[src/imx_pkg.sv]
package imx_pkg;
	// ----------------------------------------
	// widths and reset values
	// ----------------------------------------
	localparam int unsigned IMX_DATA_W      = 8;
	localparam int unsigned IMX_ADDR_W      = 16;
	localparam int unsigned IMX_OFFSET_W    = 6;
	localparam int unsigned IMX_NUM_PTR     = 2;
	localparam logic [7:0]  IMX_OPTION_RST  = 8'hff;
	localparam logic [7:0]  IMX_STATUS_RST  = 8'h00;
	localparam logic [15:0] IMX_PTR_RST     = 16'h0000;
	// software reset pulse length in cycles
	localparam int unsigned IMX_RESET_CYCLES = 4;

	// ----------------------------------------
	// operations and pointer update modes
	// ----------------------------------------
	typedef enum logic [2:0] {
		IMX_OP_NONE     = 3'b000,
		IMX_OP_MOVE_IND = 3'b001,
		IMX_OP_MOVE_OFS = 3'b010,
		IMX_OP_OPTION   = 3'b011,
		IMX_OP_RESET    = 3'b100,
		IMX_OP_WINDOW   = 3'b101
	} imx_op_type;

	typedef enum logic [1:0] {
		IMX_MODE_PRE_INC  = 2'b00,
		IMX_MODE_PRE_DEC  = 2'b01,
		IMX_MODE_POST_INC = 2'b10,
		IMX_MODE_POST_DEC = 2'b11
	} imx_mode_type;

	typedef enum logic [1:0] {
		IMX_ST_RUN   = 2'b00,
		IMX_ST_RESET = 2'b01
	} imx_state_type;
endpackage

[src/imx_exec.sv]
`timescale 1ns/1ps
module imx_exec (
	// clock and reset
	input  wire logic        mclk,
	input  wire logic        reset_n,
	// decoded instruction
	input  wire logic        op_valid,
	input  wire logic [2:0]  op_code,
	input  wire logic        ptr_sel,
	input  wire logic [1:0]  pointer_update_mode,
	input  wire logic [5:0]  offset_k,
	input  wire logic [7:0]  accumulator,
	input  wire logic [7:0]  status_in,
	// pointer loading by other instructions
	input  wire logic        ptr_load,
	input  wire logic [15:0] ptr_load_value,
	// data memory write port
	output logic             mem_we,
	output logic [15:0]      mem_addr,
	output logic [7:0]       mem_wdata,
	// core state
	output logic [15:0]      indirect_pointer_0,
	output logic [15:0]      indirect_pointer_1,
	output logic [7:0]       option_reg,
	output logic [7:0]       status_out,
	output logic             software_reset_indicator,
	output logic             device_reset_req
);
	// ----------------------------------------
	// local state
	// ----------------------------------------
	logic [15:0]            ptr [2];
	logic [15:0]            next_ptr [2];
	logic                   next_mem_we;
	logic [15:0]            next_mem_addr;
	logic [7:0]             next_mem_wdata;
	logic [7:0]             next_option_reg;
	logic [7:0]             next_status_out;
	logic                   next_sri;
	logic                   next_reset_req;
	logic [2:0]             rst_cnt;
	logic [2:0]             next_rst_cnt;
	imx_pkg::imx_state_type state;
	imx_pkg::imx_state_type next_state;
	logic [15:0]            cur;
	logic [15:0]            stepped;
	logic [15:0]            offs;
	logic                   take;
	logic                   take_move;
	logic                   take_offset;
	logic                   take_window;
	logic                   take_option;
	logic                   take_reset;

	// ----------------------------------------
	// instruction decode
	// ----------------------------------------
	// nothing is taken while the soft reset sequence runs, so no
	// op can slip in on the last cycle of the reset request
	always_comb begin
		take        = op_valid && (state == imx_pkg::IMX_ST_RUN);
		take_move   = 1'b0;
		take_offset = 1'b0;
		take_window = 1'b0;
		take_option = 1'b0;
		take_reset  = 1'b0;
		if (take) begin
			case (op_code)
			imx_pkg::IMX_OP_MOVE_IND: begin
				take_move = 1'b1;
			end
			imx_pkg::IMX_OP_MOVE_OFS: begin
				take_offset = 1'b1;
			end
			imx_pkg::IMX_OP_WINDOW: begin
				take_window = 1'b1;
			end
			imx_pkg::IMX_OP_OPTION: begin
				take_option = 1'b1;
			end
			imx_pkg::IMX_OP_RESET: begin
				take_reset = 1'b1;
			end
			default: ;
			endcase
		end
	end

	// ----------------------------------------
	// address arithmetic
	// ----------------------------------------
	// one adder serves all four modes; bit 0 picks the direction
	always_comb begin
		cur = ptr[ptr_sel];
		// 16-bit add wraps past ffff and below 0000 on its own
		if (pointer_update_mode[0])
			stepped = cur - 16'h0001;
		else
			stepped = cur + 16'h0001;
		offs = {{10{offset_k[5]}}, offset_k}; // sign extend
	end

	// ----------------------------------------
	// pointers
	// ----------------------------------------
	// a move wins over a same-cycle load; the load would be lost
	// silently, so callers must not overlap the two
	always_comb begin
		next_ptr[0] = ptr[0];
		next_ptr[1] = ptr[1];
		if (take_move)
			next_ptr[ptr_sel] = stepped;
		else if (ptr_load)
			next_ptr[ptr_sel] = ptr_load_value;
	end

	// one flop bank per pointer
	for (genvar gi = 0; gi < 2; gi++) begin : g_ptr
		always_ff @(posedge mclk or negedge reset_n) begin
			if (!reset_n)
				ptr[gi] <= imx_pkg::IMX_PTR_RST;
			else
				ptr[gi] <= next_ptr[gi];
		end
	end

	// pointer outputs come straight from the pointer flops
	always_comb begin
		indirect_pointer_0 = ptr[0];
		indirect_pointer_1 = ptr[1];
	end

	// ----------------------------------------
	// data memory write port
	// ----------------------------------------
	// address and data hold after a write; only the strobe drops
	always_comb begin
		next_mem_we    = 1'b0;
		next_mem_addr  = mem_addr;
		next_mem_wdata = mem_wdata;
		if (take_move) begin
			next_mem_we    = 1'b1;
			next_mem_wdata = accumulator;
			// pre modes use the updated address
			if (pointer_update_mode[1])
				next_mem_addr = cur;
			else
				next_mem_addr = stepped;
		end else if (take_offset) begin
			next_mem_we    = 1'b1;
			next_mem_wdata = accumulator;
			next_mem_addr  = cur + offs;     // pointer kept
		end else if (take_window) begin
			// window has no storage, goes to pointer target
			next_mem_we    = 1'b1;
			next_mem_wdata = accumulator;
			next_mem_addr  = cur;
		end
	end

	// write port flops
	always_ff @(posedge mclk or negedge reset_n) begin
		if (!reset_n) begin
			mem_we    <= 1'b0;
			mem_addr  <= imx_pkg::IMX_PTR_RST;
			mem_wdata <= 8'h00;
		end else begin
			mem_we    <= next_mem_we;
			mem_addr  <= next_mem_addr;
			mem_wdata <= next_mem_wdata;
		end
	end

	// ----------------------------------------
	// option register and flags
	// ----------------------------------------
	// flags are only carried, never touched by pointer steps
	always_comb begin
		next_option_reg = option_reg;
		next_status_out = status_in;
		if (take_option)
			next_option_reg = accumulator;
	end

	// option and flag flops
	always_ff @(posedge mclk or negedge reset_n) begin
		if (!reset_n) begin
			option_reg <= imx_pkg::IMX_OPTION_RST;
			status_out <= imx_pkg::IMX_STATUS_RST;
		end else begin
			option_reg <= next_option_reg;
			status_out <= next_status_out;
		end
	end

	// ----------------------------------------
	// soft reset sequencer
	// ----------------------------------------
	// the request stays up for the whole count, and the state
	// leaves reset only when the request drops
	always_comb begin
		next_sri       = software_reset_indicator;
		next_reset_req = 1'b0;
		next_state     = state;
		next_rst_cnt   = rst_cnt;
		case (state)
		imx_pkg::IMX_ST_RUN: begin
			if (take_reset) begin
				next_sri       = 1'b0;
				next_reset_req = 1'b1;
				next_state     = imx_pkg::IMX_ST_RESET;
				next_rst_cnt   = 3'(imx_pkg::IMX_RESET_CYCLES);
			end
		end
		imx_pkg::IMX_ST_RESET: begin
			next_rst_cnt = rst_cnt - 3'h1;
			if (rst_cnt == 3'h1)
				next_state = imx_pkg::IMX_ST_RUN;
			else
				next_reset_req = 1'b1;
		end
		default: begin
			next_state = imx_pkg::IMX_ST_RUN;
		end
		endcase
	end

	// indicator resets to 1 on power-up; only the reset op clears it
	always_ff @(posedge mclk or negedge reset_n) begin
		if (!reset_n) begin
			software_reset_indicator <= 1'b1;
			device_reset_req         <= 1'b0;
			state                    <= imx_pkg::IMX_ST_RUN;
			rst_cnt                  <= 3'h0;
		end else begin
			software_reset_indicator <= next_sri;
			device_reset_req         <= next_reset_req;
			state                    <= next_state;
			rst_cnt                  <= next_rst_cnt;
		end
	end
endmodule // imx_exec

[config.mk]
export PLATFORM = sky130hd
export DESIGN_NAME = imx_exec
export DESIGN_NICKNAME = d
export VERILOG_FILES = /design/src/imx_pkg.sv /design/src/imx_exec.sv
export SDC_FILE = /design/constraint.sdc
export NUM_CORES = 1
export LEC_CHECK = 0
export ABC_AREA = 1
export BUFFER_PORTS_ARGS = -buffer_cell sky130_fd_sc_hd__buf_2
export CAP_MARGIN = 20
export CORE_MARGIN = 3
export CORE_UTILIZATION = 29
export DETAILED_ROUTE_END_ITERATION = 8
export HOLD_SLACK_MARGIN = 0.15
export PLACE_DENSITY = 0.59
export SLEW_MARGIN = 20
export SYNTH_ARGS = -nofsm -noshare
export SYNTH_HDL_FRONTEND = slang
export SYNTH_SLANG_ARGS = --single-unit
[constraint.sdc]
create_clock -name mclk -period 2.6 [get_ports mclk]
set_input_delay 0.26 -clock mclk [delete_from_list [all_inputs] [get_ports mclk]]
set_output_delay 0.26 -clock mclk [all_outputs]
set_load 0.1 [all_outputs]
[Word level (Yosys, flattened, before mapping)]
Index checks and enable logic that the tools add are counted.
W data, S select, Z words.
Word-level totals
  flip-flop bits (word level): 80
  word-level logic and storage cells: 74
  input port bits: 48
  output and inout bits: 75
Cells by class
  magnitude comparators: 2
  bitwise gates (word level): 1
  muxes and demuxes: 38
  reductions and logical operators: 9
  equal/unequal tests: 9
  add/subtract/negate cells: 4
Operators by type and width (number)
  $mux W16: 9
  $bwmux W32: 2
  $mux W32: 2
  $mux W8: 3
  $add A16 B1 Y16 const B: 1
  $add A16 B16 Y16: 1
  $demux W16 S1: 1
  $sub A16 B1 Y16 const B: 1
  $mux W1: 15
  $eq A3 B1 Y1 const B: 2
  $eq A3 B2 Y1 const B: 2
  $eq A3 B3 Y1 const B: 2
  $pmux W3 S2: 1
  $reduce_and A2 Y1: 3
  $mux W2: 2
  $ne A2 B2 Y1 const B: 2
  $pmux W2 S2: 1
  $reduce_bool A2 Y1: 2
  $mux W3: 1
  $reduce_bool A3 Y1: 1
  $sub A3 B1 Y3 const B: 1
  $eq A2 B1 Y1 const B: 1
  $ge A2 B2 Y1 const B: 1
  $logic_and A1 B1 Y1: 2
  4 further kinds: 4

[Logic depth before layout (Yosys ltp)]
Gate-level depths: netlist of the first run.
  word-level depth: 8
  depth in mapped cells: 19
  depth with buffers taken out: 19

[Worst setup path after synthesis of the first run]
No wires, ideal clock.
  kind: register -> register
  start: reg ptr, in the netlist indirect_pointer_0[1]
  end: reg ptr, in the netlist indirect_pointer_1[7]
  data required time: 2.472 ns
  clock period less this slack: 2.872 ns
  setup time: 0.128 ns
  buffers on the path: 0
  path slack: -0.272 ns
  cell stages (with the launch flop): 14
  arrival: 2.745 ns
  cells stage by stage: dfrtp_1 > inv_1 > o21ai_0 > ha_1 > nand2_1 > inv_1 > nand2_1 > nand2_1 > nand2_1 > nand2_2 > xor2_1 > or2_1 > nand3_1 > o21ai_0
On the way
  cells in the longest elaborated chain, start to end: 7
  elaborated cells between the ends (all ways): 8
  those cells by class: 2 x add/sub; 6 x mux
Ends and longest elaborated chain
  start: declaration: line imx_exec.sv:32  | logic [15:0] ptr [2];
  start signal: indexed assignment: line imx_exec.sv:121  | ptr[gi] <= imx_pkg::IMX_PTR_RST;
  start signal: indexed assignment: line imx_exec.sv:123  | ptr[gi] <= next_ptr[gi];
  $mux W16 (implied by the code) * (3 in a row): line imx_exec.sv:94  | cur = ptr[ptr_sel];
  $add A16 B1 Y16 / $sub A16 B1 Y16 (equally long branches): line imx_exec.sv:99, imx_exec.sv:97
  $mux W16 *: line imx_exec.sv:96  | if (pointer_update_mode[0])
  $bwmux W32 *: line imx_exec.sv:112  | next_ptr[ptr_sel] = stepped;
  $mux W32 *: line imx_exec.sv:111  | if (take_move)
Every way passes the cells marked *; elsewhere a longest branch is shown, timed or not. The select of a mux whose other input is x is not followed.
A chain may end at the register's enable or synchronous reset.

[Final worst setup path of the first run]
  start: reg ptr, in the netlist indirect_pointer_1[14]
  end: reg mem_addr[15]
On the way
  cells in the longest elaborated chain, start to end: 7
  elaborated cells between the ends (all ways): 10
  those cells by class: 3 x add/sub; 7 x mux
Ends and longest elaborated chain
  $mux W16 (implied by the code) * (3 in a row): line imx_exec.sv:94
  $add A16 B1 Y16 / $sub A16 B1 Y16 (equally long branches): line imx_exec.sv:99, imx_exec.sv:97
  $mux W16: line imx_exec.sv:96
  $mux W16: line imx_exec.sv:145  | if (pointer_update_mode[1])
  $mux W16 *: line imx_exec.sv:141  | if (take_move) begin
  end signal: assignment: line imx_exec.sv:165  | mem_addr <= imx_pkg::IMX_PTR_RST;
  end signal: assignment: line imx_exec.sv:169  | mem_addr <= next_mem_addr;
  end: declaration: line imx_exec.sv:19  | output logic [15:0] mem_addr,
Marks and branches as above.

==> run_results.csv, run 1 <==
group,metric,value,unit
outcome,status,"completed",
power_and_ir_drop,p_per_area,1100,nW/µm²
setup_path,worstSetupPathType,"flop to flop",
layout,drive_gt1_share,27.4,%
synthesis,synth_edf_count,0,
timing,fin_tns_setup,0,ns
layout,post-route-util,39.9,%
global_routing,antenna_found_initial,0,
layout,nNetsFinal,1032,
drt,vias,5660,
floorplanning,die-area,20500,µm²
synthesis,syn-num-nets,859,
timing,setup-violations-final,0,
power_and_ir_drop,peakVddDrop,0.747,mV
cts,clkLatencyLatePin,0.35,ns
cts,clock_sinks,79,
timing,min_period_over_period,92.4,%
layout,syn2layout_area_growth,33.2,%
global_routing,grt_pass1_wl,28900,µm
setup_path,cp.arrival,2.63,ns
floorplanning,rows,49,
layout,layout_commonest_cell,"nand2_1",
floorplanning,io_pins,123,
drt,drtIter0Drc,389,
floorplanning,core,18300,µm²
cts,postCtsSetupBuffers,0,
cts,ctsRootBufferMaster,"clkbuf_16",
layout,nFillCells,1924,
flow_run,cap_violations,0,
timing,tightest_slew,0.657,ns
cts,clk_pin_slew_worst_paths,0.07,ns
synthesis,synthFlopType,"dfrtp_1",
floorplanning,fp.dieH,143,µm
setup_path,critPathMaxFanout,4,
power_and_ir_drop,p_leak,3.84,nW
synthesis,ys_warn_count,0,
global_routing,grt.total_usage,17.9,%
placed_design,finalWeightedCongestion,0.916,
hold_path,holdPathStages,3,
layout,final_cell_mix,"236 x nand2_1, 121 x buf_2, 92 x inv_1",
global_routing,grt_start_max_net_pins,48,
drt,dr.pass1.iters,5,
synthesis,synth_seq_cells,79,
timing,skew,0.0138,ns
setup_path,cpMaxStageDelayCell,"dfrtp_2",
timing,holdWs,0.160,ns
drt,wl,18300,µm
floorplanning,fp.dieW,143,µm
placed_design,port_buffers,122,
synthesis,synthArstFlopShare,100,%
setup_path,max_stage_delay,0.41,ns
layout,fin_cells,1185,
cts,cts_buffer_depth,2,
synthesis,syn_avg_cell_area,7.03,µm²
setup_path,rr_startpoint,"indirect_pointer_1[14]",
drt,ant_nets,0,
placed_design,dp_hpwl,14000,µm
setup_path,cp_data_required_time,2.83,ns
cts,numCtsBuffers,9,
layout,antennaDiodeCount,0,
timing,slew_headroom,56.2,%
drt,wl_per_cell,15.4,µm
hold_path,holdCritStartpoint,"accumulator[0]",
floorplanning,start_util,29.9,%
synthesis,ys_seq_area_share,36.4,%
global_routing,gr-total-overflow,0,
synthesis,synth_area,5470,µm²
placed_design,place_area,6670,µm²
hold_path,min_to,"option_reg[0]",
timing,finalHoldViolCount,0,
setup_path,crit_buf_inv,2,
cts,htree_levels,3,
setup_path,r2r_cells,14,
synthesis,syn_inst,778,
setup_path,worstPathCellList,"or2_2, o21ai_1, inv_1, ha_4, inv_1, nor3_2, and2_1, nand2_1, nand3_1, nand3_1, nand2_1, nand2_1, nand2_1, nand2_1",
synthesis,yosysUniqueCellTypes,40,
hold_path,hold_class,"input pin to flop",
drt,drc_errors,0,
setup_path,cp_top_family,"simple AND/OR/NAND/NOR gates",
timing,max_freq,416,MHz
layout,fin_area,7280,µm²
timing,period_needed,2.40,ns
setup_path,r2r-end,"mem_addr[15]",
global_routing,grt_pass1_vias,5395,
timing,slew_violations,0,
cts,cts_tree,"done",
drt,detail_route.vias_per_cell,4.78,
setup_path,endpoint_kind,"flop",
placed_design,dp_cells,1158,
setup_path,cp_common_cell,"nand2_1",
setup_path,start_kind,"flop",
setup_path,rrSetupSlack,0.20,ns
-- repair_timing --
item,CTS,global route
endpoints found under the hold margin,47,0
hold buffers,11,0
endpoints found under the setup margin,0,28
resized for setup,0,34
-- tightest hold or removal path, stage by stage --
cell     delay [ns]
buf_2          0.10
inv_1          0.05
o21ai_0        0.09
-- per-stage QoR --
stage	power, mW	setup WS (ns)
floorplan	5.58	0.000557
global placement	6.65	-0.00228
detailed placement	6.66	-0.0780
CTS	7.97	0.0477
global route	8.48	-0.0154
finish	8.03	0.198
-- logic make-up (layout without fill, tap and decap cells) --
| group | after synthesis | in the layout | synth area share (%) |
|---|---|---|---|
| buffers and inverters | 126 | 304 | 9.24 |
| AO/OA/AOI/OAI | 148 | 148 | 14.9 |
| XOR/XNOR | 15 | 15 | 2.40 |
| adder cells (fa/ha/maj) | 33 | 33 | 7.83 |
| AND/OR/NAND/NOR | 377 | 377 | 29.3 |
| flip-flops | 79 | 79 | 36.4 |
-- worst max path at each step --
stage / slack [ns] / depth (start not counted) / start / end
global placement: -0.002 / 16 / ptr_sel / mem_addr[15]
CTS: 0.05 / 14 / indirect_pointer_1[2] / indirect_pointer_1[7]
floorplan: 0.0006 / 17 / indirect_pointer_1[9] / mem_addr[15]
finish: 0.20 / 14 / indirect_pointer_1[14] / mem_addr[15]
global route: -0.02 / 15 / indirect_pointer_0[1] / mem_addr[6]
detailed placement: -0.08 / 16 / ptr_sel / mem_addr[15]
-- report_power, final --
part / internal (mW) / switching, mW
Clock: 0.668 / 0.601
Sequential: 1.64 / 0.222
Combinational: 1.06 / 3.84
Total: 3.37 / 4.66
-- area by class of cell --
class | instances | area [µm²] | share of cell area [%]
Clock buffer | 9 | 225 | 3.09
Clock inverter | 7 | 66.3 | 0.911
Inverter | 101 | 379 | 5.21
Multi-Input combinational cell | 573 | 3190 | 43.8
Sequential cell | 79 | 2000 | 27.4
Tap cell | 229 | 287 | 3.94
Timing Repair Buffer | 187 | 1140 | 15.7
-- per-layer routing --
metal | part of all wire, % | up-vias | wire (µm) | global-route usage, %
met5 | 0 | - | 0 | 0
met4 | 1.3 | 0 | 240 | 3.72
met3 | 5.0 | 18 | 917 | 3.73
met2 | 48 | 144 | 8750 | 29.3
met1 | 46 | 2634 | 8360 | 24.6
li1 | - | 2864 | - | -
-- Yosys cell counts, types with 2 or more instances --
master / n / share of area [%]
o21bai_1: 3 / 0.41
a31oi_1: 11 / 1.3
buf_2: 14 / 1.3
a21oi_1: 58 / 5.3
dfrtp_1: 70 / 32
o21ai_0: 59 / 5.4
fa_1: 2 / 0.73
xnor2_1: 5 / 0.80
nor2_1: 36 / 2.5
xor2_1: 10 / 1.6
buf_4: 4 / 0.55
nand4_1: 2 / 0.23
nand2_2: 3 / 0.34
o21a_1: 3 / 0.41
or2_2: 17 / 1.9
and2_1: 2 / 0.23
ha_1: 31 / 7.1
nand3_1: 70 / 6.4
nand2_1: 236 / 16
inv_2: 4 / 0.27
o211ai_1: 8 / 1.1
inv_1: 96 / 6.6
nor3_1: 3 / 0.27
dfstp_2: 9 / 4.3
clkbuf_1: 7 / 0.48
(Power assumes the default switching activity.)
==> run 2, diff against run 1 <==
clock period = 2.8 ns   (was 2.6 ns; I/O delays follow)
==> run_results.csv, run 2 (same netlist as run 1, synthesis figures left out) <==
group,metric,value,unit
outcome,status,"completed",
hold_path,holdCritStartpoint,"accumulator[6]",
hold_path,min_to,"option_reg[6]",
setup_path,rr_startpoint,"indirect_pointer_1[12]",
timing,tightest_slew,0.681,ns
timing,fin_tns_setup,0,ns
cts,clk_pin_slew_worst_paths,0.06,ns
floorplanning,die-area,20500,µm²
power_and_ir_drop,p_leak,3.74,nW
global_routing,gr-total-overflow,0,
floorplanning,start_util,29.9,%
cts,clkLatencyLatePin,0.34,ns
floorplanning,core,18300,µm²
hold_path,holdPathStages,3,
drt,detail_route.vias_per_cell,4.78,
setup_path,worstSetupPathType,"flop to flop",
power_and_ir_drop,p_per_area,1070,nW/µm²
timing,period_needed,2.60,ns
cts,cts_buffer_depth,2,
floorplanning,fp.dieH,143,µm
setup_path,cp_data_required_time,3.03,ns
drt,drtIter0Drc,347,
layout,drive_gt1_share,22.5,%
layout,antennaDiodeCount,0,
layout,final_cell_mix,"236 x nand2_1, 121 x buf_2, 96 x inv_1",
layout,fin_cells,1157,
placed_design,dp_cells,1132,
setup_path,r2r-end,"indirect_pointer_0[15]",
hold_path,hold_class,"input pin to flop",
timing,slew_headroom,54.6,%
setup_path,critPathMaxFanout,5,
cts,htree_levels,3,
cts,numCtsBuffers,9,
setup_path,cp.arrival,2.83,ns
global_routing,grt_start_max_net_pins,50,
floorplanning,fp.dieW,143,µm
drt,dr.pass1.iters,5,
timing,min_period_over_period,92.9,%
floorplanning,io_pins,123,
timing,rsz0062_at_grt,"false",
power_and_ir_drop,peakVddDrop,0.543,mV
drt,drc_errors,0,
cts,ctsRootBufferMaster,"clkbuf_16",
setup_path,start_kind,"flop",
drt,vias,5530,
setup_path,rrSetupSlack,0.20,ns
timing,setup-violations-final,0,
global_routing,grt.total_usage,17.4,%
floorplanning,rows,49,
layout,nNetsFinal,1004,
timing,finalHoldViolCount,0,
layout,syn2layout_area_growth,26.2,%
drt,wl_per_cell,15.1,µm
timing,holdWs,0.172,ns
layout,layout_commonest_cell,"nand2_1",
flow_run,cap_violations,0,
global_routing,grt_pass1_wl,28200,µm
drt,wl,17500,µm
timing,skew,0.00468,ns
global_routing,antenna_found_initial,0,
global_routing,grt_pass1_vias,5274,
setup_path,endpoint_kind,"flop",
setup_path,r2r_cells,14,
cts,clock_sinks,79,
placed_design,dp_hpwl,13700,µm
power_and_ir_drop,finalPower,7.38,mW
drt,ant_nets,0,
placed_design,port_buffers,122,
cts,cts_tree,"done",
placed_design,finalWeightedCongestion,0.917,
timing,slew_violations,0,
timing,max_freq,384,MHz
cts,postCtsSetupBuffers,0,
-- run 2: cell types whose count changed in the layout (fill, tap and decap cells not counted), sizes merged --
cell,previous run,this run
dlygate4sd3,11,9
clkbuf,9,10
inv,103,101
buf,176,150
bufinv,0,2
clkinvlp,2,1
-- run 2: where the power goes --
group          total (mW)  switching [mW]  internal [mW]  leakage (nW)
registers            1.73           0.209           1.52         0.938
clock network        1.33           0.513          0.812         0.161
logic                4.32            3.49          0.827          2.64
-- run 2: metal layers --
metal,share of wire [%],GRT usage [%],vias to the layer above,wire length [µm]
met1,47,24.6,2527,8310
met2,45,27.4,162,7970
met5,0,0,-,0
met3,5.6,3.63,16,973
li1,-,-,2825,-
met4,1.5,4.51,0,262
-- run 2: worst max path at each step --
stage / from / endpoint / cells past startpoint
3_5_place_dp: ptr_sel / indirect_pointer_0[15] / 16
4_1_cts: indirect_pointer_0[8] / indirect_pointer_0[15] / 14
5_1_grt: indirect_pointer_1[9] / indirect_pointer_0[15] / 16
2_1_floorplan: indirect_pointer_1[2] / mem_addr[12] / 15
3_3_place_gp: ptr_sel / mem_addr[14] / 17
6_report: indirect_pointer_1[12] / indirect_pointer_0[15] / 14
-- run 2: metrics by stage --
| stage | util (%) | setup WS [ns] | instance area [µm²] |
|---|---|---|---|
| detailed placement | 35.4 | -0.0267 | 6470 |
| CTS | 37.7 | 0.167 | 6890 |
| finish | 37.8 | 0.199 | 6900 |
| floorplan | - | 0.140 | 5470 |
| global placement | 35.4 | -0.0547 | 6470 |
| global route | 37.8 | 0.00666 | 6900 |
-- run 2: layout make-up --
type | count | area [µm²]
repair buffers | 159 | 926
clock buffers | 10 | 239
clock inverters | 6 | 92.6
inverters | 101 | 379
flip-flops and latches | 79 | 1990
well taps | 229 | 287
fillers | 1967 | 11400
multi-input cells | 573 | 2990
-- run 2: worst max-delay path, stage by stage (launching register included) --
cell and delay, ns:
dfrtp_1 0.39, or2_2 0.29, o21ai_0 0.10, buf_4 0.17, inv_1 0.07, ha_1 0.36, nand2_1 0.12, nor3_1 0.21
and2_1 0.16, nand2_1 0.06, nand3_1 0.09, buf_4 0.11, nand3_1 0.13, o211ai_1 0.14, nand2_1 0.07
-- run 2: repair_timing --
item                                   in CTS  in global routing
endpoints found under the hold margin      47                  0
hold buffers                                9                  0
setup endpoints to repair                   0                 12
gates resized for setup                     0                  7
